--- config.mk ---
export PLATFORM = sky130hd
export DESIGN_NAME = link_test_gen
export DESIGN_NICKNAME = d
export VERILOG_FILES = /design/src/rtl/link_test_pkg.sv /design/src/rtl/transport_pattern.sv /design/src/rtl/link_test_gen.sv
export SDC_FILE = /design/constraint.sdc
export NUM_CORES = 1
export LEC_CHECK = 0
export BUFFER_PORTS_ARGS = -buffer_cell sky130_fd_sc_hd__buf_2
export CORE_AREA = 10 10 170 172
export DETAILED_ROUTE_END_ITERATION = 6
export DIE_AREA = 0 0 180 182
export SYNTH_ARGS = -nofsm -noshare
export SYNTH_HDL_FRONTEND = slang
export SYNTH_SLANG_ARGS = --single-unit
--- constraint.sdc ---
create_clock -name clock -period 5.1 [get_ports clock]
set_clock_uncertainty 0.05 [all_clocks]
set_input_delay 0.255 -clock clock [delete_from_list [all_inputs] [get_ports clock]]
set_output_delay 0.255 -clock clock [all_outputs]
set_load 0.005 [all_outputs]
--- src/rtl/link_test_pkg.sv ---
// constants and types shared by the serial link test pattern generator
// assumes an 8b/10b or 64b/66b encoder downstream of the lane octet outputs
package link_test_pkg;

    typedef enum logic [2:0] {
        TM_OFF,
        TM_TRANSPORT,
        TM_D21_5,
        TM_K28_5,
        TM_REP_ILA,
        TM_RPAT
    } test_mode_e;

    typedef enum logic [1:0] {
        VAR_SINGLE,
        VAR_DUAL,
        VAR_QUAD
    } variant_e;

    typedef enum logic {
        ILA_CGS,
        ILA_SEQ
    } ila_e;

    localparam int STREAMS = 8;
    localparam int SMP_W   = 12;

    localparam logic [3:0] FMT_13 = 4'hD;
    localparam logic [3:0] FMT_14 = 4'hE;
    localparam logic [3:0] FMT_15 = 4'hF;

    localparam logic [2:0] SPF_FMT13 = 3'h4;
    localparam logic [2:0] SPF_FMT14 = 3'h2;

    localparam logic [7:0] OCT_D21_5 = 8'hB5;
    localparam logic [7:0] OCT_K28_5 = 8'hBC;
    localparam logic [7:0] OCT_K28_0 = 8'h1C;
    localparam logic [7:0] OCT_K28_3 = 8'h7C;

    localparam logic [3:0] RPAT_LAST = 4'hB;
    localparam logic [7:0] RPAT_OCT [12] = '{
        8'hBE, 8'hD7, 8'h23, 8'h47, 8'h6B, 8'h8F,
        8'hB3, 8'h14, 8'h5E, 8'hFB, 8'h35, 8'h59
    };

    localparam logic [1:0] ILA_MF_LAST = 2'h3;

endpackage

--- src/rtl/transport_pattern.sv ---
// short transport sample patterns for link format modes 13, 14 and 15
// assumes the caller registers the result and steps sample_idx per sample
`timescale 1ns/100ps
module transport_pattern
    import link_test_pkg::*;
(
    input  wire logic [3:0]               link_format_mode,
    input  variant_e                      variant,
    input  wire logic [1:0]               sample_idx,
    output logic [STREAMS*SMP_W-1:0]      pattern,
    output logic [STREAMS-1:0]            present,
    output logic [2:0]                    frame_len
);

    always_comb begin
        case (link_format_mode)
            FMT_13:  frame_len = SPF_FMT13;
            FMT_14:  frame_len = SPF_FMT14;
            FMT_15:  frame_len = SPF_FMT14;
            default: frame_len = 3'h0;
        endcase
    end

    for (genvar s = 0; s < STREAMS; s++) begin : g_stream
        localparam logic [3:0] TOP13 = 4'(3 - (s % 4));
        localparam logic [3:0] TOP14 = 4'(15 - s);
        localparam logic [3:0] MID   = 4'(s);
        logic [3:0] low;
        assign low = {2'h0, sample_idx} + 4'h1;
        always_comb begin
            pattern[s*SMP_W +: SMP_W] = 12'h000;
            present[s] = 1'b0;
            case (link_format_mode)
                FMT_13: begin
                    pattern[s*SMP_W +: SMP_W] = {TOP13, MID, low};
                    present[s] = (s < 4) || (variant == VAR_DUAL);
                end
                FMT_14: begin
                    pattern[s*SMP_W +: SMP_W] = {TOP14, MID, low};
                    present[s] = (s < 2) || (variant == VAR_QUAD)
                        || ((s < 4) && (variant != VAR_SINGLE));
                end
                FMT_15: begin
                    pattern[s*SMP_W +: SMP_W] = {TOP14, MID, low};
                    present[s] = (s < 4) || (variant == VAR_DUAL);
                end
                default: begin
                    present[s] = 1'b0;
                end
            endcase
        end
    end

endmodule // transport_pattern

--- src/rtl/link_test_gen.sv ---
// test pattern source in the transmit path of a multi-lane serial link
// assumes frame_tick marks frame starts and lane octets feed the encoder
`timescale 1ns/100ps
module link_test_gen
    import link_test_pkg::*;
#(
    parameter int LANES     = 8,
    parameter int MF_OCTETS = 32
)
(
    input  wire logic                     clock,
    input  wire logic                     nrst,
    input  test_mode_e                    test_mode,
    input  wire logic [3:0]               link_format_mode,
    input  variant_e                      variant,
    input  wire logic                     enc_64b66b,
    input  wire logic                     frame_tick,
    input  wire logic                     sync_n,
    input  wire logic [STREAMS*SMP_W-1:0] conv_sample,
    input  wire logic [STREAMS-1:0]       conv_valid,
    input  wire logic [LANES*8-1:0]       link_octet_in,
    input  wire logic [LANES-1:0]         link_k_in,
    output logic [STREAMS*SMP_W-1:0]      sample_out,
    output logic [STREAMS-1:0]            sample_valid,
    output logic [LANES*8-1:0]            lane_octet,
    output logic [LANES-1:0]              lane_k,
    output logic                          ila_running
);

    localparam int MPOS_W = $clog2(MF_OCTETS);
    localparam logic [MPOS_W-1:0] MPOS_LAST = MPOS_W'(MF_OCTETS - 1);

    typedef struct packed {
        test_mode_e                 mode;
        logic                       enc64;
        logic [3:0]                 fmt;
        variant_e                   vart;
        logic [1:0]                 sidx;
        logic [3:0]                 ridx;
        ila_e                       ila;
        logic [MPOS_W-1:0]          mpos;
        logic [1:0]                 mfc;
        logic [STREAMS*SMP_W-1:0]   smp;
        logic [STREAMS-1:0]         sval;
        logic [LANES*8-1:0]         oct;
        logic [LANES-1:0]           kch;
        logic                       ilar;
    } state_s;

    state_s     st_q;
    state_s     st_d;
    test_mode_e eff_mode;
    logic [STREAMS*SMP_W-1:0] pat;
    logic [STREAMS-1:0]       pat_present;
    logic [2:0]               pat_len;
    logic [2:0]               sidx_inc;

    transport_pattern u_pattern (
        .link_format_mode (st_q.fmt),
        .variant          (st_q.vart),
        .sample_idx       (st_q.sidx),
        .pattern          (pat),
        .present          (pat_present),
        .frame_len        (pat_len)
    );

    // character modes that need 8b/10b fall back to normal data otherwise
    always_comb begin
        eff_mode = st_q.mode;
        if (st_q.enc64 && (st_q.mode == TM_K28_5 || st_q.mode == TM_REP_ILA
                || st_q.mode == TM_RPAT)) begin
            eff_mode = TM_OFF;
        end
        if (st_q.mode == TM_TRANSPORT && pat_len == 3'h0) begin
            eff_mode = TM_OFF;
        end
    end

    assign sidx_inc = {1'b0, st_q.sidx} + 3'h1;

    always_comb begin
        st_d = st_q;
        // setting is taken only on a frame boundary
        if (frame_tick) begin
            st_d.mode  = test_mode;
            st_d.enc64 = enc_64b66b;
            st_d.fmt   = link_format_mode;
            st_d.vart  = variant;
            st_d.sidx  = 2'h0;
            if (test_mode != st_q.mode) begin
                st_d.ridx = 4'h0;
                st_d.ila  = ILA_CGS;
                st_d.mpos = '0;
                st_d.mfc  = 2'h0;
            end
        end else begin
            st_d.sidx = (sidx_inc == pat_len) ? 2'h0 : sidx_inc[1:0];
        end

        if (eff_mode == TM_TRANSPORT) begin
            st_d.smp  = pat;
            st_d.sval = pat_present;
        end else begin
            st_d.smp  = conv_sample;
            st_d.sval = conv_valid;
        end

        st_d.ilar = 1'b0;
        case (eff_mode)
            TM_D21_5: begin
                st_d.oct = {LANES{OCT_D21_5}};
                st_d.kch = '0;
            end
            TM_K28_5: begin
                st_d.oct = {LANES{OCT_K28_5}};
                st_d.kch = '1;
            end
            TM_RPAT: begin
                st_d.oct = {LANES{RPAT_OCT[st_q.ridx]}};
                st_d.kch = '0;
                if (!(frame_tick && test_mode != st_q.mode)) begin
                    st_d.ridx = (st_q.ridx == RPAT_LAST) ? 4'h0
                        : st_q.ridx + 4'h1;
                end
            end
            TM_REP_ILA: begin
                if (st_q.ila == ILA_CGS) begin
                    st_d.oct = {LANES{OCT_K28_5}};
                    st_d.kch = '1;
                    if (sync_n && frame_tick) begin
                        st_d.ila  = ILA_SEQ;
                        st_d.mpos = '0;
                        st_d.mfc  = 2'h0;
                    end
                end else begin
                    st_d.ilar = 1'b1;
                    if (st_q.mpos == '0) begin
                        st_d.oct = {LANES{OCT_K28_0}};
                        st_d.kch = '1;
                    end else if (st_q.mpos == MPOS_LAST) begin
                        st_d.oct = {LANES{OCT_K28_3}};
                        st_d.kch = '1;
                    end else begin
                        st_d.oct = {LANES{8'(st_q.mpos)}};
                        st_d.kch = '0;
                    end
                    st_d.mpos = (st_q.mpos == MPOS_LAST) ? '0
                        : st_q.mpos + MPOS_W'(1);
                    // after the last multiframe start over, never data
                    if (st_q.mpos == MPOS_LAST) begin
                        st_d.mfc = (st_q.mfc == ILA_MF_LAST) ? 2'h0
                            : st_q.mfc + 2'h1;
                    end
                end
                if (!sync_n) begin
                    st_d.ila = ILA_CGS;
                end
            end
            default: begin
                st_d.oct = link_octet_in;
                st_d.kch = link_k_in;
            end
        endcase
    end

    always_ff @(posedge clock or negedge nrst) begin
        if (!nrst) begin
            st_q <= '0;
        end else begin
            st_q <= st_d;
        end
    end

    assign sample_out   = st_q.smp;
    assign sample_valid = st_q.sval;
    assign lane_octet   = st_q.oct;
    assign lane_k       = st_q.kch;
    assign ila_running  = st_q.ilar;
endmodule // link_test_gen

==> results_dict.tcl, run 1 <==
set metrics [dict create \
    ys_types 53 \
    endpoint_kind "register" \
    yosysTopAreaCell "dfrtp_1" \
    synth_edf_count 0 \
    ir_worst_vdd_mv 0.167 \
    syn_area_per_cell_sq_um 11.8 \
    row_count 59 \
    nets 1304 \
    grt_pass1_vias 7126 \
    cp_data_required_time_ns 5.42 \
    status "complete, no violations" \
    dieArea_sq_um 32800 \
    power_leakage_uw 0.00622 \
    grt_max_degree 112 \
    drcViolationCount 0 \
    track_usage 0.158 \
    routed_via_density 4.38 \
    synth-seq-cells 199 \
    maxSlewViolCount 0 \
    die-width_um 180 \
    rsz0062_at_grt "false" \
    hold_viol_final 0 \
    portBuffers 366 \
    final_common_cell "buf_2" \
    drive_gt1_frac 0.379 \
    gr-total-overflow 0 \
    start_util 0.345 \
    min_from "conv_sample[25]" \
    cts_tree "done" \
    die_h_um 182 \
    io_pins 367 \
    fin_crit_ns 2.75 \
    wirelength_um 26300 \
    drv_cap 0 \
    post_cts_resize_count 0 \
    fmax_mhz 364 \
    htreeDepth 4 \
    dp_hpwl_um 18500 \
    yosys-top-cells-area "dfrtp_1 56%, buf_4 15%, a21o_1 6.5%, and2_1 3.0%, nand2b_1 1.8%" \
    min_path_cells 2 \
    seq_area_frac_synth 0.564 \
    syn_nets 948 \
    first_pass_iters 6 \
    n_fill_cell 2272 \
    worstMarginPinSlew_ns 0.976 \
    r2r_slack_ns 2.35 \
    num_vias 6360 \
    min_path_type "input port to register" \
    routedWlPerCell_um 18.1 \
    syn2layout_area_growth_pct 36.5 \
    synth_top_area_frac 0.564 \
    setup_tns_ns 0 \
    syn_inst 747 \
    fin_crit_sh 0.539 \
    slew_headroom 0.347 \
    power_density_nw_per_um2 319 \
    antenna_found_initial 2 \
    worst-r2r-cell-count 4 \
    synth-main-ff-cell "dfrtp_1" \
    clock-root-buffer "clkbuf_16" \
    clk_latency_ns 0.43 \
    p_total_uw 3840 \
    synthArstFlopShare 1.00 \
    worstPathArrival_ns 3.07 \
    clkTransAtPathRegs_ns 0.08 \
    core_sq_um 25600 \
    hold_end "sample_out[25]$_DFF_PN0_" \
    cts.sinks 199 \
    drt_iter0_drc 327 \
    grt_pass1_wl_um 41300 \
    cts_setup_buffers 0 \
    synth_area_sq_um 8830 \
    gp_congestion 0.866 \
    ant_nets 0 \
    r2r-end "sample_out[48]$_DFF_PN0_" \
    reg2reg_from "st_q[198]$_DFFE_PN0P_" \
    cp_max_fo 71 \
    mostFrequentLayoutCells "365 x buf_2, 199 x dfrtp_1, 177 x dlygate4sd3_1" \
    setup_violations 0 \
    crit_type "register to register" \
    clockBufferDepth 2 \
    worstSetupStartpointType "register" \
    yosys_warnings 0 \
    cts_buffers 17 \
]
## power breakdown
part	total, uW	leakage (uW)	switching [uW]	internal, uW
Clock	1410	0.000301	693	717
Sequential	1790	0.00235	63.1	1720
Combinational	645	0.00357	299	346
## area by class of cell
class | instances | area (sq um) | share of cell area
well taps | 335 | 419 | 0.0348
clock inverters | 15 | 199 | 0.0165
flip-flops and latches | 199 | 4980 | 0.413
repair buffers | 548 | 3660 | 0.304
clock buffers | 17 | 425 | 0.0353
diodes | 2 | 5.00 | 0.000415
multi-input cells | 330 | 2330 | 0.194
inverters | 7 | 26.3 | 0.00218
## how the worst max path moves through the flow
stage	from	end	slack, ns	cells past startpoint
5_1_grt	st_q[198]$_DFFE_PN0P_	sample_out[37]$_DFF_PN0_	2.05	4
2_1_floorplan	st_q[179]$_DFF_PN0_	lane_octet[12]$_DFF_PN0_	2.97	7
3_5_place_dp	st_q[198]$_DFFE_PN0P_	sample_out[73]$_DFF_PN0_	2.30	4
4_1_cts	st_q[198]$_DFFE_PN0P_	sample_out[73]$_DFF_PN0_	2.29	4
3_3_place_gp	st_q[198]$_DFFE_PN0P_	sample_out[85]$_DFF_PN0_	2.38	4
6_report	st_q[198]$_DFFE_PN0P_	sample_out[48]$_DFF_PN0_	2.35	4
## Yosys cell counts, types with 2 or more instances
cell type	count
and3b_1	2
nor3_1	4
mux2i_1	3
and2_0	2
a21o_1	76
or2_2	2
or4b_1	2
o21ai_0	3
a22o_1	2
mux2_2	10
clkbuf_1	16
a21oi_1	24
inv_1	7
nor3b_1	4
buf_4	177
nor2_1	13
nand4_1	4
a31oi_1	3
xor2_1	4
nand3b_1	3
nand2b_1	25
and2_1	42
ha_1	11
buf_2	12
buf_6	5
nor4_1	2
a211o_1	11
and3_1	3
or3_1	2
dfrtp_1	199
nand3_1	5
nor2b_1	7
nand2_1	25
o311ai_0	2
o21a_1	17
## registers in the layout, summed over array words and instances (netlist names)
register      cells
sample_out       96
lane_octet       64
st_q             22
lane_k            8
sample_valid      8
ila_running       1
## cells by family (layout without fill, tap and decap cells)
group,Yosys count,in the layout,synth area share
AOI/OAI and AO/OA,150,150,0.126
xor gates and xnor gates,5,5,0.00496
adders and majority gates,11,11,0.0156
buffers and inverters,218,587,0.174
DFF,199,199,0.564
muxes,13,13,0.0162
other,0,2,0
and+or+nand+nor,151,151,0.0999
## layer usage
metal | up-vias | global-route usage | routed length, um
met5 | - | 0 | 0
met4 | 0 | 0.0536 | 561
met3 | 28 | 0.0503 | 1750
met2 | 234 | 0.282 | 13700
met1 | 3085 | 0.172 | 10300
li1 | 3013 | - | -
## what timing repair did
action | CTS | global route
endpoints found under the setup margin | 0 | 0
endpoints found under the hold margin | 264 | 0
hold buffers | 177 | 0
## stage by stage
| step | utilization | std cells | area [sq um] | worst slack, ns | hold slack, ns |
|---|---|---|---|---|---|
| floorplan | - | 747 | 8830 | 2.97 | -0.0906 |
| global placement | 0.377 | 1242 | 9650 | 2.38 | 0.307 |
| detailed placement | 0.377 | 1242 | 9650 | 2.30 | 0.320 |
| CTS | 0.470 | 1451 | 12000 | 2.29 | 0.00266 |
| global route | 0.470 | 1453 | 12100 | 2.05 | 0.00103 |
| finish | 0.470 | 1453 | 12100 | 2.35 | 0.0202 |
## worst max-delay path, stage by stage (launching register included)
cell,delay [ns]
dfrtp_1,0.81
or4b_4,0.74
buf_4,0.43
nor2_1,0.51
a21o_1,0.14
Power figures use the tool's default switching activity.
==> run 2: changes to the inputs <==
==> constraint.sdc (replaced) <==
create_clock -name clock -period 2.9 [get_ports clock]
set_clock_uncertainty 0.05 [all_clocks]
set_input_delay 0.145 -clock clock [delete_from_list [all_inputs] [get_ports clock]]
set_output_delay 0.145 -clock clock [all_outputs]
set_load 0.005 [all_outputs]
==> run 2 against run 1 <==
  * Via count grew 1.4%
  * Critical path depth grew 3
  * Final area up 0.99%
  * Wire length is 0.62% higher
  * Clock-buffer cell count up 2
  * Die area did not move
  * Critical path type unchanged
  * Core utilization increased by 0.46 points
  * Sequential power up 75%
  * Non-clock buffer count rose by 17
  * Combinational power rose by 83%
  * Largest power group unchanged
==> results_dict.tcl, run 2 (synthesized netlist as in run 1, its figures left out) <==
set metrics [dict create \
    status "complete, no violations" \
    use_met1 0.174 \
    dp_hpwl_um 18600 \
    clockBufferDepth 2 \
    setup_violations 0 \
    io_pins 367 \
    post_cts_resize_count 0 \
    grt_use_met3 0.0507 \
    nets 1321 \
    die_h_um 182 \
    routed_via_density 4.39 \
    drive_gt1_frac 0.378 \
    pwr-share-comb 0.178 \
    stdcell_area_sq_um 12200 \
    hold_viol_final 0 \
    row_count 59 \
    endpoint_kind "register" \
    rsz0062_at_grt "false" \
    ff_latch_area_sq_um 4980 \
    clkTransAtPathRegs_ns 0.08 \
    min_from "frame_tick" \
    n_fill_cell 2271 \
    grt_pass1_wl_um 41500 \
    antenna_found_initial 2 \
    fmax_mhz 409 \
    grt-busiest-layer "met2" \
    cts_setup_buffers 0 \
    worstPathArrival_ns 2.67 \
    cts.sinks 199 \
    placed_cell_area_sq_um 9730 \
    power_leakage_uw 0.00628 \
    grt_max_degree 72 \
    maxSlewViolCount 0 \
    mostFrequentLayoutCells "365 x buf_2, 199 x dfrtp_1, 187 x dlygate4sd3_1" \
    gr-total-overflow 0 \
    first_pass_iters 5 \
    clk_latency_ns 0.43 \
    final_common_cell "buf_2" \
    switchingPower_uw 1810 \
    internal_power_uw 4810 \
    whs_ns 0.0491 \
    largest_reg_flops 96 \
    worstMarginPinSlew_ns 0.970 \
    grt_pass1_vias 7169 \
    grtUsageMet2 0.287 \
    wirelength_um 26500 \
    syn2layout_area_growth_pct 37.8 \
    slew_headroom 0.351 \
    drv_cap 0 \
    fin_crit_ns 2.44 \
    num_vias 6448 \
    clock-root-buffer "clkbuf_16" \
    drcViolationCount 0 \
    cp_data_required_time_ns 3.13 \
    clkPwrFrac 0.350 \
    die-width_um 180 \
    crit_start "st_q[179]$_DFF_PN0_" \
    ant_nets 0 \
    crit_type "register to register" \
    reg2reg_from "st_q[179]$_DFF_PN0_" \
    track_usage 0.159 \
    fin_crit_sh 0.843 \
    worstSetupStartpointType "register" \
    switching_share 0.274 \
    htreeDepth 4 \
    portBuffers 366 \
    p_total_uw 6620 \
    drt_iter0_drc 454 \
    core_sq_um 25600 \
    setup_tns_ns 0 \
    ir_worst_vdd_mv 0.411 \
    power_density_nw_per_um2 544 \
    cts_buffers 17 \
    cts_tree "done" \
    start_util 0.345 \
    min_path_type "input port to register" \
    dieArea_sq_um 32800 \
    gp_congestion 0.861 \
    cp_max_fo 8 \
    power_frac_seq 0.473 \
    multi_input_area_sq_um 2330 \
    routedWlPerCell_um 18.0 \
]
==> run 2: cell types whose count changed in the layout (fill, tap and decap cells not counted), sizes merged <==
cell	previous run	this run
buf	370	377
clkbuf	18	20
dlygate4sd3	177	187
inv	15	14
bufinv	1	0
==> run 2: final timing paths <==
check                                      endpoint  slack [ns]  cells past startpoint
max                        lane_octet[52]$_DFF_PN0_        0.46                      7
min                             st_q[189]$_DFF_PN0_        0.05                      2
max reg2reg                lane_octet[52]$_DFF_PN0_        0.46                      7
min reg2reg                     st_q[189]$_DFF_PN0_        0.44                      1
max in group asynchronous   lane_octet[9]$_DFF_PN0_        1.82                      3
min in group asynchronous  sample_out[26]$_DFF_PN0_        0.25                      2
==> run 2: metrics by stage <==
step	worst slack, ns	util	std cells
floorplan	0.767	-	747
global placement	0.550	0.380	1249
detailed placement	0.505	0.380	1249
CTS	0.483	0.475	1468
global route	0.278	0.475	1470
finish	0.455	0.475	1470
==> run 2: repair_timing <==
item	CTS	global route
endpoints found under the setup margin	0	0
endpoints found under the hold margin	252	0
hold buffers	187	0
==> run 2: routing by layer <==
metal | vias to the layer above | share of wire
met4 | 0 | 0.020
met5 | - | 0
met3 | 32 | 0.069
met1 | 3116 | 0.39
met2 | 254 | 0.53
li1 | 3046 | -
==> run 2: cell type report <==
cell class | count | share of cell area
timing repair buffer | 565 | 0.316
sequential | 199 | 0.409
clock buffer | 19 | 0.0356
multi-input combinational | 330 | 0.192
antenna | 2 | 0.000411
clock inverter | 13 | 0.0109
tap | 335 | 0.0344
inverter | 7 | 0.00216
==> run 2: critical path, stage by stage (launching register included) <==
cell      delay (ns)
dfrtp_1         0.41
ha_1            0.24
and3_1          0.19
ha_1            0.20
nand2b_1        0.24
or3_1           0.38
o21ai_1         0.45
nand2_1         0.12
==> run 2: power by group through the flow <==
stage               logic (uW)  clock network (uW)  registers, uW
global route              1300                2510           3160
finish                    1180                2320           3130
floorplan                  752                   0           3150
CTS                       1190                2410           3130
global placement           976                   0           3180
detailed placement         987                   0           3180
